### src/verilog/pac_regs.svh
// constants for the pair arithmetic and accumulator rotate datapath
// -----------------------------------------------------------------
// Overview of operation
// -----------------------------------------------------------------
`ifndef PAC_REGS_SVH
`define PAC_REGS_SVH
`define PAC_PFX_X      8'hDD
`define PAC_PFX_Y      8'hFD
`define PAC_OP_ROLC    8'h07
`define PAC_OP_RLTC    8'h17
`define PAC_OP_RORC    8'h0F
`define PAC_OP_INCIDX  8'h23
`define PAC_OP_DECIDX  8'h2B
`define PAC_LOW_ADD    4'h9
`define PAC_LOW_INC    4'h3
`define PAC_LOW_DEC    4'hB
`define PAC_T_ADD      5'd15
`define PAC_T_IDX      5'd10
`define PAC_T_PAIR     5'd6
`define PAC_T_ROT      5'd4
`define PAC_T_PFX      5'd4
`define PAC_M_ADD      3'd4
`define PAC_M_IDX      3'd2
`define PAC_M_ONE      3'd1
`define PAC_F_S        7
`define PAC_F_Z        6
`define PAC_F_H        4
`define PAC_F_PV       2
`define PAC_F_N        1
`define PAC_F_C        0
`define PAC_RST_WORD   16'h0000
`define PAC_RST_BYTE   8'h00
`endif

### src/verilog/pac_pkg.sv
// types shared by the datapath modules
`default_nettype none
package pac_pkg;
  typedef enum logic [1:0] {
    PAC_IDLE = 2'b00,
    PAC_PRE  = 2'b01,
    PAC_BUSY = 2'b10
  } pac_state_type;
  typedef enum logic [3:0] {
    PAC_K_NONE  = 4'h0,
    PAC_K_ADDY  = 4'h1,
    PAC_K_INC   = 4'h2,
    PAC_K_DEC   = 4'h3,
    PAC_K_INCX  = 4'h4,
    PAC_K_INCY  = 4'h5,
    PAC_K_DECX  = 4'h6,
    PAC_K_DECY  = 4'h7,
    PAC_K_ROLC  = 4'h8,
    PAC_K_RLTC  = 4'h9,
    PAC_K_RORC  = 4'hA
  } pac_kind_type;
endpackage
`default_nettype wire

### src/verilog/pac_add_if.sv
// operand and result bundle between sequencer and 16-bit adder
`default_nettype none
interface pac_add_if;
  logic [15:0] a;      // first operand
  logic [15:0] b;      // second operand
  logic [15:0] sum;    // result
  logic        h;      // carry out of bit 11
  logic        c;      // carry out of bit 15
  modport user (output a, output b, input sum, input h, input c);
  modport unit (input a, input b, output sum, output h, output c);
endinterface
`default_nettype wire

### src/verilog/pac_core.sv
// pair arithmetic and accumulator rotate execution datapath
`include "pac_regs.svh"
`default_nettype none
module pac_core
  import pac_pkg::*;
(
  // clock and reset
  input  wire logic        clk,
  input  wire logic        rst_n,
  // opcode byte stream, one byte per T-state when accepted
  input  wire logic        op_valid,
  input  wire logic [7:0]  op_byte,
  output logic             op_ready,
  // timing markers
  output logic             t_state,
  output logic             m_end,
  output logic             done,
  // architectural state
  output logic [7:0]       acc,
  output logic [7:0]       flags,
  output logic [15:0]      pair_one,
  output logic [15:0]      pair_two,
  output logic [15:0]      pair_three,
  output logic [15:0]      index_x,
  output logic [15:0]      index_y,
  output logic [15:0]      stack_pointer
);
  // whole module state
  typedef struct packed {
    pac_state_type st;
    pac_kind_type  kind;
    logic          pfx_y;   // prefix seen was the second one
    logic [1:0]    sel;     // pair field of the opcode
    logic [4:0]    tcnt;    // T-states left in instruction
    logic [4:0]    tall;    // T-states of instruction
    logic          done;
    logic [7:0]    a;
    logic [7:0]    f;
    logic [15:0]   r1;
    logic [15:0]   r2;
    logic [15:0]   r3;
    logic [15:0]   xreg;
    logic [15:0]   yreg;
    logic [15:0]   stk;
  } pac_core_state_type;

  pac_core_state_type cur;       // registered state
  pac_core_state_type next_cur;  // next state
  pac_add_if          add_bus();  // adder bundle
  logic [15:0]        oper;      // selected add operand
  logic [15:0]        pair_val;  // selected general pair

  // one adder, used for the index add
  pac_adder u_add (
    .io (add_bus)
  );

  // add operand: index_y field decode
  always_comb
  begin
    case (cur.sel)
      2'b00:   oper = cur.r1;
      2'b01:   oper = cur.r2;
      2'b10:   oper = cur.yreg;
      default: oper = cur.stk;
    endcase
  end

  // general pair decode for inc and dec
  always_comb
  begin
    case (cur.sel)
      2'b00:   pair_val = cur.r1;
      2'b01:   pair_val = cur.r2;
      2'b10:   pair_val = cur.r3;
      default: pair_val = cur.stk;
    endcase
  end

  assign add_bus.a = cur.yreg;
  assign add_bus.b = oper;

  // sequencer and execution, writeback on last T-state
  always_comb
  begin
    next_cur      = cur;
    next_cur.done = 1'b0;
    case (cur.st)
      PAC_IDLE:
      begin
        if (op_valid)
        begin
          next_cur.sel = op_byte[5:4];
          if (op_byte == `PAC_PFX_X || op_byte == `PAC_PFX_Y)
          begin
            // prefix fetch is the first four T-states
            next_cur.pfx_y = (op_byte == `PAC_PFX_Y);
            next_cur.st    = PAC_PRE;
          end
          else if (op_byte == `PAC_OP_ROLC)
          begin
            next_cur.kind = PAC_K_ROLC;
            next_cur.tall = `PAC_T_ROT;
            next_cur.tcnt = `PAC_T_ROT - 5'd1;
            next_cur.st   = PAC_BUSY;
          end
          else if (op_byte == `PAC_OP_RLTC)
          begin
            next_cur.kind = PAC_K_RLTC;
            next_cur.tall = `PAC_T_ROT;
            next_cur.tcnt = `PAC_T_ROT - 5'd1;
            next_cur.st   = PAC_BUSY;
          end
          else if (op_byte == `PAC_OP_RORC)
          begin
            next_cur.kind = PAC_K_RORC;
            next_cur.tall = `PAC_T_ROT;
            next_cur.tcnt = `PAC_T_ROT - 5'd1;
            next_cur.st   = PAC_BUSY;
          end
          else if (op_byte[7:6] == 2'b00 &&
                   (op_byte[3:0] == `PAC_LOW_INC ||
                    op_byte[3:0] == `PAC_LOW_DEC))
          begin
            // one machine cycle of six T-states
            next_cur.kind = (op_byte[3:0] == `PAC_LOW_INC) ?
                            PAC_K_INC : PAC_K_DEC;
            next_cur.tall = `PAC_T_PAIR;
            next_cur.tcnt = `PAC_T_PAIR - 5'd1;
            next_cur.st   = PAC_BUSY;
          end
          // anything else is not ours and is dropped
        end
      end
      PAC_PRE:
      begin
        // byte after prefix picks the index operation
        if (op_valid)
        begin
          next_cur.sel = op_byte[5:4];
          next_cur.st  = PAC_BUSY;
          if (op_byte == `PAC_OP_INCIDX)
          begin
            next_cur.kind = cur.pfx_y ? PAC_K_INCY : PAC_K_INCX;
            next_cur.tall = `PAC_T_IDX;
          end
          else if (op_byte == `PAC_OP_DECIDX)
          begin
            next_cur.kind = cur.pfx_y ? PAC_K_DECY : PAC_K_DECX;
            next_cur.tall = `PAC_T_IDX;
          end
          else if (cur.pfx_y && op_byte[7:6] == 2'b00 &&
                   op_byte[3:0] == `PAC_LOW_ADD)
          begin
            next_cur.kind = PAC_K_ADDY;
            next_cur.tall = `PAC_T_ADD;
          end
          else
          begin
            // unsupported pair: abandon quietly
            next_cur.kind = PAC_K_NONE;
            next_cur.st   = PAC_IDLE;
          end
          // prefix already used four T-states, this one more
          next_cur.tcnt = next_cur.tall - `PAC_T_PFX - 5'd1;
        end
      end
      PAC_BUSY:
      begin
        if (cur.tcnt != 5'd0)
        begin
          next_cur.tcnt = cur.tcnt - 5'd1;
        end
        else
        begin
          // last T-state: commit the result
          next_cur.st   = PAC_IDLE;
          next_cur.done = 1'b1;
          case (cur.kind)
            PAC_K_ADDY:
            begin
              next_cur.yreg = add_bus.sum;
              next_cur.f[`PAC_F_H] = add_bus.h;
              next_cur.f[`PAC_F_N] = 1'b0;
              next_cur.f[`PAC_F_C] = add_bus.c;
            end
            PAC_K_INC, PAC_K_DEC:
            begin
              // flags untouched
              case (cur.sel)
                2'b00:   next_cur.r1 = (cur.kind == PAC_K_INC) ?
                                       pair_val + 16'h0001 :
                                       pair_val - 16'h0001;
                2'b01:   next_cur.r2 = (cur.kind == PAC_K_INC) ?
                                       pair_val + 16'h0001 :
                                       pair_val - 16'h0001;
                2'b10:   next_cur.r3 = (cur.kind == PAC_K_INC) ?
                                       pair_val + 16'h0001 :
                                       pair_val - 16'h0001;
                default: next_cur.stk = (cur.kind == PAC_K_INC) ?
                                       pair_val + 16'h0001 :
                                       pair_val - 16'h0001;
              endcase
            end
            PAC_K_INCX: next_cur.xreg = cur.xreg + 16'h0001;
            PAC_K_INCY: next_cur.yreg = cur.yreg + 16'h0001;
            PAC_K_DECX: next_cur.xreg = cur.xreg - 16'h0001;
            PAC_K_DECY: next_cur.yreg = cur.yreg - 16'h0001;
            PAC_K_ROLC:
            begin
              next_cur.a = {cur.a[6:0], cur.a[7]};
              next_cur.f[`PAC_F_C] = cur.a[7];
              next_cur.f[`PAC_F_H] = 1'b0;
              next_cur.f[`PAC_F_N] = 1'b0;
            end
            PAC_K_RLTC:
            begin
              next_cur.a = {cur.a[6:0], cur.f[`PAC_F_C]};
              next_cur.f[`PAC_F_C] = cur.a[7];
              next_cur.f[`PAC_F_H] = 1'b0;
              next_cur.f[`PAC_F_N] = 1'b0;
            end
            PAC_K_RORC:
            begin
              next_cur.a = {cur.a[0], cur.a[7:1]};
              next_cur.f[`PAC_F_C] = cur.a[0];
              next_cur.f[`PAC_F_H] = 1'b0;
              next_cur.f[`PAC_F_N] = 1'b0;
            end
            default: next_cur.done = 1'b0;
          endcase
        end
      end
      default: next_cur.st = PAC_IDLE;
    endcase
    if (!rst_n)
    begin
      // synchronous reset to constants only
      next_cur      = '0;
      next_cur.st   = PAC_IDLE;
      next_cur.kind = PAC_K_NONE;
      next_cur.a    = `PAC_RST_BYTE;
      next_cur.f    = `PAC_RST_BYTE;
      next_cur.stk  = `PAC_RST_WORD;
    end
  end

  // single state register
  always_ff @(posedge clk)
  begin
    cur <= next_cur;
  end

  // outputs; a new byte accepted in idle and after a prefix, never while busy
  assign op_ready      = (cur.st != PAC_BUSY);
  assign t_state       = (cur.st == PAC_BUSY);
  assign m_end         = t_state && (cur.tcnt == 5'd0);
  assign done          = cur.done;
  assign acc           = cur.a;
  assign flags         = cur.f;
  assign pair_one      = cur.r1;
  assign pair_two      = cur.r2;
  assign pair_three    = cur.r3;
  assign index_x       = cur.xreg;
  assign index_y       = cur.yreg;
  assign stack_pointer = cur.stk;
endmodule
`default_nettype wire

### src/verilog/pac_adder.sv
// 16-bit adder with nibble and word carries
`default_nettype none
module pac_adder
  import pac_pkg::*;
(
  // operand bundle
  pac_add_if.unit io
);
  logic [12:0] low;   // low twelve bits plus carry
  logic [16:0] full;  // whole sum plus carry
  // carries taken at bit 11 and bit 15
  always_comb
  begin
    low  = {1'b0, io.a[11:0]} + {1'b0, io.b[11:0]};
    full = {1'b0, io.a} + {1'b0, io.b};
  end
  assign io.sum = full[15:0];
  assign io.h   = low[12];
  assign io.c   = full[16];
endmodule
`default_nettype wire

### config.mk
export PLATFORM = sky130hd
export DESIGN_NAME = pac_core
export DESIGN_NICKNAME = d
export VERILOG_FILES = /design/src/verilog/pac_pkg.sv /design/src/verilog/pac_add_if.sv /design/src/verilog/pac_core.sv /design/src/verilog/pac_adder.sv
export VERILOG_INCLUDE_DIRS = /design/src /design/src/verilog
export SDC_FILE = /design/constraint.sdc
export NUM_CORES = 1
export LEC_CHECK = 0
export BUFFER_PORTS_ARGS = -buffer_cell sky130_fd_sc_hd__buf_2
export CAP_MARGIN = 20
export CORE_MARGIN = 2
export CORE_UTILIZATION = 59
export DETAILED_ROUTE_END_ITERATION = 12
export GPL_TIMING_DRIVEN = 0
export PLACE_DENSITY = 0.77
export SETUP_SLACK_MARGIN = 0.05
export SLEW_MARGIN = 5
export SYNTH_ARGS = -nofsm -noshare
export SYNTH_HDL_FRONTEND = slang
export SYNTH_SLANG_ARGS = --single-unit
### constraint.sdc
create_clock -name clk -period 4.25 [get_ports clk]
set_input_delay 0.425 -clock clk [delete_from_list [all_inputs] [get_ports clk]]
set_output_delay 0.425 -clock clk [all_outputs]
set_load 0.05 [all_outputs]
==> insert_results.sql <==
INSERT INTO impl_metrics (metric_group, metric, value, unit) VALUES
('outcome', 'outcome', 'completed', ''),
('synth', 'synth-async-reset-ratio', '0', ''),
('clock_tree', 'root_buffer', 'sky130_fd_sc_hd__clkbuf_16', ''),
('synth', 'synth_warn', '0', ''),
('cells_and_area', 'final_layout_size_suffix_gt1_frac', '0.256', ''),
('worst_setup_path', 'required', '4.61', 'ns'),
('worst_setup_path', 'critical_path.max_stage_delay', '0.59', 'ns'),
('floorplanning', 'die_area', '0.0175', 'mm^2'),
('global_route', 'first_global_vias', '8560', ''),
('sta', 'final_worst_path_setup_slack', '0.185', 'ns'),
('global_route', 'number_of_antenna_violations_at_the_first_check_in_global_routing', '0', ''),
('synth', 'ff_latch_count_synth', '126', ''),
('worst_setup_path', 'rrSetupSlack', '0.19', 'ns'),
('placed_design', 'dp_hpwl', '21000', 'um'),
('synth', 'syn_area_per_cell', '8.38', 'um^2'),
('clock_tree', 'worst_setup_hold_path_clk_slew', '0.06', 'ns'),
('worst_setup_path', 'worst_path_dominant_cell_family', 'compound AO/OA/AOI/OAI gates', ''),
('routing', 'detailroute.via_count', '9263', ''),
('global_route', 'grtUsageTotal', '0.321', ''),
('placed_design', 'io_buffers', '119', ''),
('routing', 'drt_pass1_iterations', '5', ''),
('sta', 'final_min_period_over_clock_period', '0.956', ''),
('clock_tree', 'cts_max_level', '4', ''),
('synth', 'ys_dominant_reg_cell', 'sky130_fd_sc_hd__dfxtp_1', ''),
('synth', 'number_of_flops_mapped_to_enable_cells_by_yosys', '0', ''),
('synth', 'synth_compound_area_frac', '0.214', ''),
('job', 'timing.max_cap.violations', '0', ''),
('routing', 'remaining_drc_errors', '0', ''),
('sta', 'setup_viol', '0', ''),
('hold_path', 'worst_hold_path_type', 'in -> reg', ''),
('clock_tree', 'post-cts-setup-buffers', '0', ''),
('floorplanning', 'count_of_standard_cell_rows', '46', ''),
('global_route', 'use_met2', '0.513', ''),
('cells_and_area', 'number_of_diodes_added_for_antenna_fixing', '0', ''),
('worst_setup_path', 'crit_path_launch_type', 'register', ''),
('cells_and_area', 'layout-area-overhead-vs-synth', '16.1', '%'),
('sta', 'skew', '0.0117', 'ns'),
('routing', 'avgViaCountPerCell', '6.04', ''),
('placed_design', 'preCtsSetupSlack', '-0.151', 'ns'),
('floorplanning', 'core_region_area', '0.0160', 'mm^2'),
('worst_setup_path', 'crit_buf_inv', '3', ''),
('sta', 'hold_viol_final', '0', ''),
('routing', 'final_antenna_net_count', '0', ''),
('sta', 'rsz0062_at_grt', 'false', ''),
('clock_tree', 'cts-buffers-inserted', '17', ''),
('synth', 'area_of_the_mapped_netlist', '0.00974', 'mm^2'),
('worst_setup_path', 'worstSetupEndpointType', 'register', ''),
('floorplanning', 'boundaryPins', '127', ''),
('synth', 'main_combinational_cell_family_by_area_after_synthesis', 'compound AO/OA/AOI/OAI gates', ''),
('sta', 'timing.fmax', '246', 'MHz'),
('synth', 'synth_largest_area_cell', 'sky130_fd_sc_hd__dfxtp_1', ''),
('worst_setup_path', 'data_arrival_time_of_the_worst_path', '4.43', 'ns'),
('global_route', 'wire_length_of_the_first_global_routing_pass', '44700', 'um'),
('global_route', 'grt_start_max_net_pins', '17', ''),
('sta', 'drv_slew', '0', ''),
('global_route', 'grt.busiest_layer', 'met2', ''),
('pwr', 'vdd_drop_max', '0.275', 'mV'),
('synth', 'number_of_distinct_library_cell_variants_in_the_gate_level_netlist_after_synthesis', '79', ''),
('floorplanning', 'fp.dieW', '132', 'um'),
('synth', 'synth-adder-area-share', '0.0918', ''),
('synth', 'synth_xor_xnor_area_share', '0.0450', ''),
('floorplanning', 'initial_utilization', '0.608', ''),
('floorplanning', 'chipHeight', '132', 'um'),
('placed_design', 'place.gp.congestion', '0.938', ''),
('sta', 'worst_slew_pin_slew', '1.07', 'ns'),
('global_route', 'met1_usage_in_global_routing', '0.423', ''),
('clock_tree', 'cts_sinks', '126', ''),
('routing', 'avgRoutedWirePerCell', '18.5', 'um'),
('synth', 'syn-instance-count', '1162', ''),
('worst_setup_path', 'crit_path_cell_trace', 'buf_2, clkdlybuf4s18_2, mux4_2, ha_1, clkbuf_1, o21a_1, o31ai_1, a211oi_1, o221ai_1, xnor2_1, nand2_1, a21oi_1', ''),
('worst_setup_path', 'startpoint_to_endpoint_class_of_the_critical_path', 'reg -> reg', '');
==> cell usage after synthesis, drive strengths merged (3+ instances only) <==
cell type	number
o31ai	14
dfxtp	126
o221ai	4
nor4b	3
a21oi	97
o21a	19
a211oi	44
or2	5
o21bai	3
nand4	4
nor3	26
nor2	98
xor2	21
a31oi	7
nand2	101
a21boi	3
o22ai	8
and2	4
or3	10
fa	4
a21o	12
nand3b	3
mux2i	28
o211ai	9
nand2b	15
clkbuf	33
buf	134
nor4	4
a311oi	3
a22oi	4
o21ai	62
a2111oi	6
inv	33
nor2b	8
nand3	39
ha	65
a221oi	7
mux4	30
and3	4
xnor2	29
==> worst paths after layout <==
path,startpoint,to,cells after the start
max reg2reg,cur[123],pair_two[12],12
min,op_byte[3],cur[127],3
max,cur[123],pair_two[12],12
min reg2reg,cur[117],cur[117],2
==> cell usage in the layout (no fill, tap or decap), types with 33 or more instances in the layout <==
master	synthesis	routed
sky130_fd_sc_hd__inv_1	33	33
sky130_fd_sc_hd__a211oi_1	44	44
sky130_fd_sc_hd__nand3_1	39	39
sky130_fd_sc_hd__clkbuf_1	33	35
sky130_fd_sc_hd__dfxtp_1	126	126
sky130_fd_sc_hd__nand2_1	99	98
sky130_fd_sc_hd__o21ai_0	61	61
sky130_fd_sc_hd__buf_4	114	114
sky130_fd_sc_hd__nor2_1	97	97
sky130_fd_sc_hd__buf_2	10	130
sky130_fd_sc_hd__a21oi_1	97	97
sky130_fd_sc_hd__ha_1	65	65
==> cell type report <==
cell class,instances,area [um^2],share of cell area
Clock inverter,11,211,0.0187
Clock buffer,21,450,0.0399
Buffer,167,1090,0.0963
Sequential cell,126,2520,0.223
Timing Repair Buffer,119,596,0.0527
Multi-Input combinational cell,840,6030,0.534
Inverter,34,129,0.0114
Tap cell,216,270,0.0239
==> repair_timing <==
action                     in CTS  in global routing
setup endpoints to repair      20                 20
cloned                          0                  0
hold buffers                    0                  0
pin swaps                       0                  0
gates resized for setup         5                  6
==> flip-flops by register name (all words and copies together), names as in the netlist <==
name	count
cur	19
index_x	16
done	1
pair_one	16
stack_pointer	16
pair_two	16
index_y	16
flags	2
acc	8
pair_three	16
==> stage by stage <==
step                std cells   util  hold WS (ns)  power [W]  instance area, um^2
floorplan                1167      -         0.421    0.00134                 9750
global placement         1502  0.664         0.440    0.00139                10600
detailed placement       1502  0.664         0.454    0.00140                10600
CTS                      1534  0.706         0.327    0.00305                11300
global route             1534  0.706         0.357    0.00312                11300
finish                   1534  0.706         0.333    0.00305                11300
==> worst reg2reg max path: stages, from the launching register on <==
cell and delay (ns):
sky130_fd_sc_hd__dfxtp_1 0.31, sky130_fd_sc_hd__buf_2 0.26, sky130_fd_sc_hd__clkdlybuf4s18_2 0.55, sky130_fd_sc_hd__mux4_2 0.59
sky130_fd_sc_hd__ha_1 0.29, sky130_fd_sc_hd__clkbuf_1 0.26, sky130_fd_sc_hd__o21a_1 0.21, sky130_fd_sc_hd__o31ai_1 0.08
sky130_fd_sc_hd__a211oi_1 0.52, sky130_fd_sc_hd__o221ai_1 0.24, sky130_fd_sc_hd__xnor2_1 0.42, sky130_fd_sc_hd__nand2_1 0.10
sky130_fd_sc_hd__a21oi_1 0.15
==> cell families after synthesis <==
logic type,Yosys count
and+or+nand+nor,334
AOI/OAI and AO/OA,322
buffers and inverters,201
DFF,126
adders and majority gates,69
muxes,59
xor gates and xnor gates,50
other,1
==> where the power goes <==
| group | internal [W] | switching [W] | total, W |
|---|---|---|---|
| Sequential | 0.00118 | 0.00000238 | 0.00119 |
| Clock | 0.00111 | 0.000563 | 0.00168 |
| Combinational | 0.0000583 | 0.000132 | 0.000191 |
==> routing by layer <==
metal	vias up	part of all wire	wire [um]
li1	4413	-	-
met1	4322	0.41	11800
met2	449	0.46	13000
met3	79	0.090	2570
met4	0	0.040	1130
met5	-	0	0
No activity file was read; power rests on OpenSTA's default activity.
